--- config.mk ---
export PLATFORM = sky130hd
export DESIGN_NAME = config_port_master_sequencer
export DESIGN_NICKNAME = d
export VERILOG_FILES = /design/src/cfg_seq_pkg.sv /design/src/cfg_byte_fifo.sv /design/src/config_port_master_sequencer.sv
export VERILOG_INCLUDE_DIRS = /design/src
export SDC_FILE = /design/constraint.sdc
export NUM_CORES = 1
export LEC_CHECK = 0
export BUFFER_PORTS_ARGS = -buffer_cell sky130_fd_sc_hd__buf_2
export CAP_MARGIN = 20
export CORE_UTILIZATION = 45
export CTS_BUF_LIST = sky130_fd_sc_hd__clkbuf_8
export DETAILED_ROUTE_END_ITERATION = 16
export SYNTH_ARGS = -nofsm -noshare
export SYNTH_HDL_FRONTEND = slang
export SYNTH_HIERARCHICAL = 1
export SYNTH_SLANG_ARGS = --single-unit
export TNS_END_PERCENT = 100
--- constraint.sdc ---
create_clock -name MCLK -period 5.77 [get_ports MCLK]
set_input_delay 1.4425 -clock MCLK [delete_from_list [all_inputs] [get_ports MCLK]]
set_output_delay 1.4425 -clock MCLK [all_outputs]
set_load 0.02 [all_outputs]
--- src/cfg_seq_defines.svh ---
// Timing, width and encoding constants of the configuration sequencer
`ifndef CFG_SEQ_DEFINES_SVH
`define CFG_SEQ_DEFINES_SVH

`define MCLK_KHZ          20000
`define MCLK_PERIOD_NS    50
`define CONFIG_CLOCK_FAST_KHZ     10000
`define CONFIG_CLOCK_SLOW_KHZ     1250

`define HALF_FAST         (`MCLK_KHZ / (2 * `CONFIG_CLOCK_FAST_KHZ))
`define HALF_SLOW         (`MCLK_KHZ / (2 * `CONFIG_CLOCK_SLOW_KHZ))

`define CYC_MIN(ns)       (((ns) + `MCLK_PERIOD_NS - 1) / `MCLK_PERIOD_NS)

`define INIT_CLEAR_NS     63360
`define SLAVE_FIRST_NS    1000
`define MS_FIRST_NS       1060
`define MP_FIRST_FAST_NS  1120
`define MP_FIRST_SLOW_NS  5280

`define CNT_W             13
`define DIV_W             4
`define ADDR_W            18
`define BYTE_W            8
`define BITS_W            4
`define PHASE_W           3
`define FIFO_DEPTH        8

`define STROBE_LAST       3'h7
`define BITS_PER_BYTE     4'h8
`define MODE_PIN_MS       2'h0
`define MODE_PIN_MP       2'h1

`endif

--- src/cfg_seq_pkg.sv ---
// Types shared by the configuration sequencer
package cfg_seq_pkg;

    typedef enum logic [1:0] {
        ST_PROG,
        ST_CLEAR,
        ST_WAIT,
        ST_RUN
    } seq_state_e;

    typedef enum logic [1:0] {
        MODE_MASTER_SERIAL,
        MODE_MASTER_PARALLEL,
        MODE_SLAVE_SERIAL
    } cfg_mode_e;

endpackage

--- src/cfg_byte_fifo.sv ---
// Byte FIFO between parallel capture and the daisy serializer
`timescale 1ns/10ps
`include "cfg_seq_defines.svh"

module cfg_byte_fifo #(
    parameter int WIDTH = `BYTE_W,
    parameter int DEPTH = `FIFO_DEPTH
) (
    input  wire logic             clk,
    input  wire logic             srst,
    input  wire logic             in_valid,
    output logic                  in_ready,
    input  wire logic [WIDTH-1:0] in_data,
    output logic                  out_valid,
    input  wire logic             out_ready,
    output logic [WIDTH-1:0]      out_data
);
    localparam int PTR_W = $clog2(DEPTH);

    typedef struct packed {
        logic [DEPTH-1:0][WIDTH-1:0] mem;
        logic [PTR_W-1:0]            wr;
        logic [PTR_W-1:0]            rd;
        logic [PTR_W:0]              count;
    } fifo_s;

    fifo_s r;
    fifo_s n;

    assign in_ready  = (r.count != (PTR_W+1)'(DEPTH));
    assign out_valid = (r.count != '0);
    assign out_data  = r.mem[r.rd];

    always_comb
    begin
        logic push;
        logic pop;
        push = in_valid && in_ready;
        pop  = out_valid && out_ready;
        n = r;
        if (push)
        begin
            n.mem[r.wr] = in_data;
            n.wr        = (r.wr == PTR_W'(DEPTH - 1)) ? '0 : r.wr + 1'b1;
        end
        if (pop)
        begin
            n.rd = (r.rd == PTR_W'(DEPTH - 1)) ? '0 : r.rd + 1'b1;
        end
        // Count moves only when exactly one side transfers
        if (push && !pop)
        begin
            n.count = r.count + 1'b1;
        end
        else if (pop && !push)
        begin
            n.count = r.count - 1'b1;
        end
    end

    always_ff @(posedge clk)
    begin
        if (srst)
        begin
            r <= '0;
        end
        else
        begin
            r <= n;
        end
    end
endmodule

--- src/config_port_master_sequencer.sv ---
// Configuration port sequencer: clearing, init, config clock, byte fetch, daisy output
// What this block does
// - Parallel mode byte strobe: seven clocks low, then one clock high.
// - Fetched byte starts on daisy output 1.5 config clocks after capture.
// - Master serial: each captured input bit goes out on next falling edge.
// - Master config clock 10 MHz with rate select 0, 1.25 MHz with 1.
// - Byte captured from memory data bus on strobe rising edge.
// - First config clock edge 1.00 us after init (slave), 1.10 us master serial at either rate, 1.15-5.30 us master parallel.
// - After program input returns high, clear memory, then raise init after 63.40 us.
`timescale 1ns/10ps
`include "cfg_seq_defines.svh"

module config_port_master_sequencer (
    input  wire logic                 MCLK,
    input  wire logic                 SRST,
    input  wire logic                 PROGRAM_INPUT_N,
    input  wire logic [1:0]           MODE_SEL,
    input  wire logic                 CLOCK_RATE_SELECT,
    input  wire logic                 CONFIG_CLOCK_IN,
    output logic                      CONFIG_CLOCK_OUT,
    output logic                      CONFIG_CLOCK_OE_N,
    input  wire logic                 SERIAL_IN,
    input  wire logic [`BYTE_W-1:0]   MEM_DATA,
    output logic                      BYTE_READ_STROBE,
    output logic [`ADDR_W-1:0]        MEM_ADDR,
    output logic                      DAISY_OUT,
    output logic                      INIT_DONE
);
    typedef struct packed {
        cfg_seq_pkg::seq_state_e state;
        cfg_seq_pkg::cfg_mode_e  mode;
        logic                    rate_slow;
        logic [`CNT_W-1:0]       cnt;
        logic [`DIV_W-1:0]       div;
        logic                    config_clock;
        logic                    strobe;
        logic [`PHASE_W-1:0]     phase;
        logic [`ADDR_W-1:0]      addr;
        logic [`BYTE_W-1:0]      shift;
        logic [`BITS_W-1:0]      bits_left;
        logic                    ser_bit;
        logic                    daisy;
        logic                    init;
        logic [`BYTE_W-1:0]      last_byte;
        logic                    prog_s1;
        logic                    prog_s2;
        logic                    rate_s1;
        logic                    rate_s2;
        logic [1:0]              mode_s1;
        logic [1:0]              mode_s2;
        logic                    ser_s1;
        logic                    ser_s2;
        logic [`BYTE_W-1:0]      data_s1;
        logic [`BYTE_W-1:0]      data_s2;
        logic                    clk_s1;
        logic                    clk_s2;
        logic                    clk_prev;
    } seq_s;

    localparam seq_s RESET_STATE = '{
        state:   cfg_seq_pkg::ST_PROG,
        mode:    cfg_seq_pkg::MODE_MASTER_SERIAL,
        strobe:  1'b1,
        phase:   `STROBE_LAST,
        default: '0
    };

    seq_s                r;
    seq_s                n;
    logic                rise;
    logic                fall;
    logic                fifo_push;
    logic                fifo_in_ready;
    logic                fifo_out_valid;
    logic                fifo_pop_ready;
    logic [`BYTE_W-1:0]  fifo_out_data;

    function automatic cfg_seq_pkg::cfg_mode_e mode_decode(input logic [1:0] pins);
        if (pins == `MODE_PIN_MS)
        begin
            return cfg_seq_pkg::MODE_MASTER_SERIAL;
        end
        if (pins == `MODE_PIN_MP)
        begin
            return cfg_seq_pkg::MODE_MASTER_PARALLEL;
        end
        return cfg_seq_pkg::MODE_SLAVE_SERIAL;
    endfunction

    function automatic logic [`DIV_W-1:0] half_period(input logic slow);
        return slow ? `DIV_W'(`HALF_SLOW) : `DIV_W'(`HALF_FAST);
    endfunction

    function automatic logic [`CNT_W-1:0] first_wait(input cfg_seq_pkg::cfg_mode_e m,
                                                     input logic slow);
        case (m)
            cfg_seq_pkg::MODE_MASTER_SERIAL:   return `CNT_W'(`CYC_MIN(`MS_FIRST_NS));
            cfg_seq_pkg::MODE_MASTER_PARALLEL: return slow ?
                `CNT_W'(`CYC_MIN(`MP_FIRST_SLOW_NS)) : `CNT_W'(`CYC_MIN(`MP_FIRST_FAST_NS));
            default:                           return `CNT_W'(`CYC_MIN(`SLAVE_FIRST_NS));
        endcase
    endfunction

    function automatic logic is_master(input cfg_seq_pkg::cfg_mode_e m);
        return m != cfg_seq_pkg::MODE_SLAVE_SERIAL;
    endfunction

    always_comb
    begin
        n = r;
        rise = 1'b0;
        fall = 1'b0;
        fifo_push = 1'b0;
        fifo_pop_ready = 1'b0;
        // Pins pass two flops; the second stage is read, and the clock input also a third
        n.prog_s1 = PROGRAM_INPUT_N;
        n.prog_s2 = r.prog_s1;
        n.rate_s1 = CLOCK_RATE_SELECT;
        n.rate_s2 = r.rate_s1;
        n.mode_s1 = MODE_SEL;
        n.mode_s2 = r.mode_s1;
        n.ser_s1  = SERIAL_IN;
        n.ser_s2  = r.ser_s1;
        n.data_s1 = MEM_DATA;
        n.data_s2 = r.data_s1;
        n.clk_s1  = CONFIG_CLOCK_IN;
        n.clk_s2  = r.clk_s1;
        n.clk_prev = r.clk_s2;

        case (r.state)
            cfg_seq_pkg::ST_PROG:
            begin
                n.cnt = '0;
                if (r.prog_s2)
                begin
                    n.state = cfg_seq_pkg::ST_CLEAR;
                end
            end
            cfg_seq_pkg::ST_CLEAR:
            begin
                if (r.cnt == `CNT_W'(`CYC_MIN(`INIT_CLEAR_NS) - 1))
                begin
                    n.state = cfg_seq_pkg::ST_WAIT;
                    n.init  = 1'b1;
                    n.cnt   = '0;
                    n.mode      = mode_decode(r.mode_s2);
                    n.rate_slow = r.rate_s2;
                end
                else
                begin
                    n.cnt = r.cnt + 1'b1;
                end
            end
            cfg_seq_pkg::ST_WAIT:
            begin
                if (r.cnt == first_wait(r.mode, r.rate_slow) - 1'b1)
                begin
                    n.state = cfg_seq_pkg::ST_RUN;
                    n.div   = '0;
                    if (is_master(r.mode))
                    begin
                        n.config_clock = 1'b1;
                        rise   = 1'b1;
                    end
                end
                else
                begin
                    n.cnt = r.cnt + 1'b1;
                end
            end
            cfg_seq_pkg::ST_RUN:
            begin
                if (is_master(r.mode))
                begin
                    if (r.div == half_period(r.rate_slow) - 1'b1)
                    begin
                        n.div  = '0;
                        n.config_clock = ~r.config_clock;
                        rise   = ~r.config_clock;
                        fall   = r.config_clock;
                    end
                    else
                    begin
                        n.div = r.div + 1'b1;
                    end
                end
                else
                begin
                    // Edges seen on the synchronised copy, so lag by two cycles
                    rise = r.clk_s2 && !r.clk_prev;
                    fall = !r.clk_s2 && r.clk_prev;
                end
            end
            default:
            begin
                n.state = cfg_seq_pkg::ST_PROG;
            end
        endcase

        if (r.mode != cfg_seq_pkg::MODE_MASTER_PARALLEL)
        begin
            // capture on rise, forward on fall
            if (rise)
            begin
                n.ser_bit = r.ser_s2;
            end
            if (fall)
            begin
                n.daisy = r.ser_bit;
            end
        end
        else
        begin
            if (rise)
            begin
                if (r.phase == `STROBE_LAST)
                begin
                    // New period only with room for its byte; else strobe stays high
                    if (fifo_in_ready)
                    begin
                        n.phase  = '0;
                        n.strobe = 1'b0;
                    end
                end
                else
                begin
                    n.phase = r.phase + 1'b1;
                    if (r.phase == `STROBE_LAST - 1'b1)
                    begin
                        n.strobe = 1'b1;
                        fifo_push   = 1'b1;
                        n.last_byte = r.data_s2;
                        n.addr = r.addr + 1'b1;
                    end
                end
                fifo_pop_ready = (r.bits_left == '0);
                if (fifo_pop_ready && fifo_out_valid)
                begin
                    n.shift     = fifo_out_data;
                    n.bits_left = `BITS_PER_BYTE;
                end
            end
            if (fall && r.bits_left != '0)
            begin
                n.daisy     = r.shift[`BYTE_W-1];
                n.shift     = {r.shift[`BYTE_W-2:0], 1'b0};
                n.bits_left = r.bits_left - 1'b1;
            end
        end

        // Program input low restarts the whole sequence
        if (!r.prog_s2 && r.state != cfg_seq_pkg::ST_PROG)
        begin
            n = RESET_STATE;
            n.prog_s1 = PROGRAM_INPUT_N;
            n.rate_s1 = CLOCK_RATE_SELECT;
            n.mode_s1 = MODE_SEL;
            n.ser_s1  = SERIAL_IN;
            n.data_s1 = MEM_DATA;
            n.clk_s1  = CONFIG_CLOCK_IN;
            fifo_push      = 1'b0;
            fifo_pop_ready = 1'b0;
        end
    end

    always_ff @(posedge MCLK)
    begin
        if (SRST)
        begin
            r <= RESET_STATE;
        end
        else
        begin
            r <= n;
        end
    end

    cfg_byte_fifo #(
        .WIDTH (`BYTE_W),
        .DEPTH (`FIFO_DEPTH)
    ) byte_fifo (
        .clk       (MCLK),
        .srst      (SRST || (!r.prog_s2 && r.state != cfg_seq_pkg::ST_PROG)),
        .in_valid  (fifo_push),
        .in_ready  (fifo_in_ready),
        .in_data   (r.data_s2),
        .out_valid (fifo_out_valid),
        .out_ready (fifo_pop_ready),
        .out_data  (fifo_out_data)
    );

    assign CONFIG_CLOCK_OUT  = r.config_clock;
    assign CONFIG_CLOCK_OE_N = !(is_master(r.mode) && r.init);
    assign BYTE_READ_STROBE  = r.strobe;
    assign MEM_ADDR          = r.addr;
    assign DAISY_OUT         = r.daisy;
    assign INIT_DONE         = r.init;

    // Assertion helpers
    localparam int LOW_FAST  = 2 * `HALF_FAST * `STROBE_LAST;
    localparam int LOW_SLOW  = 2 * `HALF_SLOW * `STROBE_LAST;
    localparam int CLEAR_CYC = `CYC_MIN(`INIT_CLEAR_NS);
    localparam int MS_WAIT   = `CYC_MIN(`MS_FIRST_NS);
    logic [7:0]  low_cnt;
    logic [12:0] clear_time;
    logic        running;
    logic        parallel;

    assign running  = (r.state == cfg_seq_pkg::ST_RUN) && r.prog_s2;
    assign parallel = (r.mode == cfg_seq_pkg::MODE_MASTER_PARALLEL);

    always_ff @(posedge MCLK)
    begin
        low_cnt    <= (SRST || r.strobe) ? 8'h00 : low_cnt + 8'h01;
        clear_time <= (SRST || r.state != cfg_seq_pkg::ST_CLEAR) ? 13'h0000 : clear_time + 13'h0001;
    end
endmodule

# Yosys cells after proc, flatten, opt, wreduce, memory -nomap -nowiden
# Cells that the tools add are included.
totals:
  reg_bits: 163
  output_inout_bits: 23
  wordCells: 187
classes:
  n_addsub: 11
  n_lt_le_gt_ge: 3
  eq_ne: 24
  n_mux: 64
  bitwise_logic: 3
  n_reduce_logical: 44
ops:
  columns: ["operator", "count"]
  rows:
  - ["64-bit bitwise mux", 1]
  - ["13-bit two-way mux", 3]
  - ["13-bit one-hot mux with 3 select lines", 1]
  - ["18-bit two-way mux", 2]
  - ["34-bit two-way mux", 1]
  - ["1-bit two-way mux", 28]
  - ["8-bit binary-select mux with 3-bit select", 1]
  - ["8-bit demux with 3-bit select", 1]
  - ["12-bit two-way mux", 2]
  - ["4-bit two-way mux", 6]
  - ["18-bit by 1-bit adder with 18-bit output (second input constant)", 1]
  - ["2-bit != test (second input constant)", 9]
  - ["8-bit two-way mux", 2]
  - ["5-bit two-way mux", 3]
  - ["7-bit one-hot mux with 2 select lines", 1]
  - ["2-bit nonzero test", 7]
  - ["13-bit by 1-bit adder with 13-bit output (second input constant)", 1]
  - ["13-bit by 11-bit == test with 1-bit output (second input constant)", 1]
  - ["13-bit == test", 1]
  - ["13-bit by 1-bit subtractor with 13-bit output (second input constant)", 1]
  - ["3-bit == test (second input constant)", 4]
  - ["2-bit two-way mux", 6]
  - ["4-bit AND reduction", 3]
  - ["4-bit by 1-bit subtractor with 4-bit output (second input constant)", 3]
  - ["other kinds (26)", 60]

# Depth between registers and ports, before layout
depth:
  depth_word: 15
  depth_mapped: 18

# Modules after synthesis
# The synthesis kept the hierarchy.
modules_own_cells:
  columns: ["mod", "n_inst", "cells_each", "area_each_um2", "seq_area_each_um2"]
  rows:
  - ["config_port_master_sequencer", 1, 460, 4209.0, 1781.7]
  - ["cfg_byte_fifo", 1, 315, 3389.5, 1481.4]

# Least setup slack after synthesis
# Ideal clock, no wire load.
synth_path:
  kind: "register to register"
  startpoint: "register, netlist name r[95]"
  endpoint: "register byte_fifo/r[3] (netlist bit)"
  setup_time_ns: 0.121
  arrival_time_ns: 3.927
  required_time_ns: 5.649
  path_slack_ns: 1.722
  path_stages_with_launch: 19
  n_path_buf: 2
  period_less_slack_ns: 4.048
  cell_sequence: "dfxtp_1 -> inv_1 -> ha_1 -> clkbuf_1 -> inv_1 -> or4b_1 -> a2111oi_4 -> o21ai_1 -> buf_2 -> nor2_1 -> nand2_1 -> inv_1 -> ha_1 -> inv_1 -> ha_1 -> a21oi_1 -> a211oi_1 -> a31oi_1 -> mux2_2"
synth_lines:
  columns: ["element", "line_no", "rtl"]
  rows:
  - ["to (signal assigned)", "cfg_byte_fifo.sv:69", "r <= n;"]
  - ["to (decl)", "cfg_byte_fifo.sv:27", "fifo_s r;"]

==> flow_results.org <==
** Yosys
- The most used flip-flop cell after synthesis is dfxtp_1.
- After synthesis the netlist holds a flip-flop and latch count of between 150 and 200.
- The number of nets handed over by synthesis was 813.
- Of the synthesized area, sequential elements account for 0.429.
- Share of synthesized flip-flops with an asynchronous set or reset :: 0
- Synth warnings :: 6
- In this run the cell area of the synthesized design comes to roughly 7600 µm².
- Mean cell area of the mapped netlist :: 9.80 µm²
- Counting distinct cell types in the post-synthesis netlist gives just over 60.
- The synthesized design contains 0 enable-type register cells.
- Counting every instance in the synthesized netlist gives around 780.

** Power
- Part of the power in registers :: 0.537
- Dividing total power by cell area gives a power density of roughly 260 nW/µm².
- Leak pwr :: 0.00321 µW
- Of the total power, the share spent switching nets is 0.239.
- Clock share of power :: 0.409
- Power Internal :: 1630 µW
- Maximum resistive drop on vdd :: 0.230 mV
- Logic gate share of total power :: 0.054
- Switching Power :: between 500 and 600 µW

** Status
- Status :: finished, final reports clean

** STA
- The worst path needs about 4.9 ns of the cycle, external delays included.
- Number of pins exceeding their max-slew limit in the final report :: 0
- Final setup violation count :: 0
- Slew at the pin closest to its max-slew limit :: about 1.1 ns
- Derived from the worst setup path, the maximum achievable clock frequency is 0.205 GHz.
- Setup repair after global routing left no endpoint under its margin.
- Across the routed clock network, the largest skew measured is between 0.01 and 0.015 ns.
- Final Hold Fails :: 0
- In the final timing run, aggregate negative setup slack is 0 ns.
- Ratio of final minimum period to clock period :: 0.846
- Worst slew margin relative to its limit :: 0.259

** Cells and area
- Of the cells placed in the final design, the portion with a size suffix greater than 1 is 0.144.
- # diodes :: 0
- Most frequent cells in the layout :: dfxtp_1 (163), nor2_1 (113), mux2i_1 (80), buf_2 (38), nand2_1 (36)
- Leaving out fill and tap cells, the most frequent cell in the layout is dfxtp_1.
- The net count of the finished layout is between 800 and 900.
- Relative to the synthesized area, the layout overhead comes to 7.82%.
- Post-layout utilization of the core :: 0.496
- Counting the fill cells in the layout gives ~1500.

** Clocking
- The H-tree was split into 4 levels.
- Buffers inserted to repair hold after CTS numbered 0.
- Once the clock tree was built, the resizer swapped 0 gates to a different size.
- Clock root buffer :: clkbuf_8
- Counting along the longest clock path gives a buffer depth of 2.
- TritonCTS created 17 clock buffers.
- Clock latency on the worst-skew pair, taken at its later pin, is 0.45 ns.
- The tree built by TritonCTS fans out to ~160 sinks.
- TritonCTS built the clock tree.
- After clock tree synthesis, the clock-pin slew on the worst setup and hold paths is roughly 0.080 ns.
- The number of setup buffers added after CTS is 0.

** Setup path
- At the worst endpoint, the arrival time is 5.22 ns.
- Crit path cell chain :: inv_1 > ha_1 > inv_1 > or4b_1 > a2111oi_4 > o21ai_1 > nor2_1 > nand2_1 > inv_1 > ha_1 > inv_1 > ha_1 > a21oi_1 > a211oi_1 > a31oi_1 > mux2_2
- CP Capture Type :: flip-flop
- Startpoint types :: flip-flop
- The critical path is of the reg2reg type.
- Worst EP required :: about 6 ns
- The largest single stage delay on the critical path is 0.68 ns.
- Slowest-stage cell, CP :: a2111oi_4
- In this run the worst path has a maximum fanout of 13.
- Counting stages on the worst path, the most repeated cell is inv_1.

** GRT
- The total overflow left after global routing is 0.
- Vias in the first global route :: 5392
- GRT Overall Usage :: 0.191
- Wire length of the first global-routing pass :: approximately 27000 µm
- Antenna violations before repair :: 0
- Largest net degree at the start of global routing :: 62

** Routing
- Routed wire length :: roughly 16000 µm
- Vias per inst :: around 5.4
- Post-detailed-route wirelength per cell :: 15.8 µm
- Remaining design rule violation count :: 0
- DRC marker count from the first detailed-route iteration :: ~300
- Across all layers, the routed design uses ~5400 vias.
- Antenna violation net count after detailed routing :: 0
- Iteration count of the initial detailed-routing pass :: 4

** Floorplan
- Initial Utilization :: 0.460
- In this run the vertical extent of the chip is approximately 130 µm.
- The die covers roughly 17000 µm².
- For this design the top-level I/O count stands at 39.
- X dimension of the die :: 132 µm
- The floorplan step defined a core boundary enclosing ~17000 µm².
- Site row count :: 47

** Placement
- IO Port Bufs :: 38
- The HPWL after detailed placement is 10900 µm.
- At the end of routability-driven placement, the weighted congestion stood at 0.796.

** Job
- Count of max-cap constraint violations :: 0

** Worst hold path
- Class of the worst hold path :: reg2reg
Yosys cell counts (all sizes together), types with 14 or more instances:
cell type	count	area share
dfxtp	163	0.43
nor2	115	0.057
mux2i	80	0.11
buf	38	0.032
nand2	37	0.019
clkbuf	27	0.013
a21oi	25	0.017
nor2b	23	0.019
and2	21	0.017
ha	21	0.035
nand3	18	0.012
mux4	16	0.047
xor2	16	0.018
nand4	14	0.012
stage by stage:
step	instances	power [µW]	setup WS [ns]	hold slack, ns	cell area, µm²
detailed placement	973	1300	0.894	0.413	7760
global placement	973	1290	1.05	0.410	7760
CTS	1005	2170	0.885	0.435	8190
finish	1005	2150	0.890	0.431	8190
floorplan	775	1260	1.72	0.406	7600
global route	1005	2240	0.388	0.452	8190
worst max-delay path, delay by kind of cell, from the launching register on:
family          cells  cell delay (ns)
simple gates        3             1.19
compound gates      5             1.60
fa+ha+maj           3             0.84
flops               1             0.37
mux                 1             0.35
buf+inv             4             0.43
kinds of logic (layout without fill, tap and decap cells):
kind of cell | count (synthesis) | count (layout) | synth area share
simple gates | 296 | 296 | 0.202
xor+xnor | 24 | 24 | 0.0277
compound gates | 88 | 88 | 0.0865
buf+inv | 77 | 87 | 0.0510
mux | 105 | 105 | 0.166
flops | 163 | 163 | 0.429
fa+ha+maj | 22 | 22 | 0.0372
final timing paths:
kind	startpoint	end	slack, ns	depth (start not counted)
worst min-delay path	r[18]	r[10]	0.43	1
worst min register to register	r[18]	r[10]	0.43	1
worst max register to register	r[95]	byte_fifo/r[3]	0.89	16
worst max-delay path	r[95]	byte_fifo/r[3]	0.89	16
power groups by stage:
stage	clock, µW	sequential (µW)	combinational (µW)
floorplan	0	1170	92.2
global placement	0	1180	116
detailed placement	0	1180	118
CTS	904	1150	118
global route	956	1160	129
finish	878	1150	116
final cells by class:
type                    count  area (µm²)  share of cell area
repair buffers             43         228              0.0278
clock buffers              20         275              0.0336
multi-input cells         535        3950               0.482
inverters                  12        46.3             0.00565
flip-flops and latches    163        3260               0.398
well taps                 220         275              0.0336
clock inverters            12         155              0.0189
state kept, by name, indices dropped and copies added (netlist names):
register / count
MEM_ADDR: 18
BYTE_READ_STROBE: 1
DAISY_OUT: 1
byte_fifo/r: 74
INIT_DONE: 1
r: 67
CONFIG_CLOCK_OUT: 1
layer usage:
metal	share of wire	global-route usage	vias to the layer above
met5	0	0	-
met4	0.017	0.0607	0
met2	0.48	0.328	88
met1	0.47	0.236	2588
met3	0.035	0.0465	21
li1	-	-	2701
Note: power is estimated with default switching activity, not from simulation.
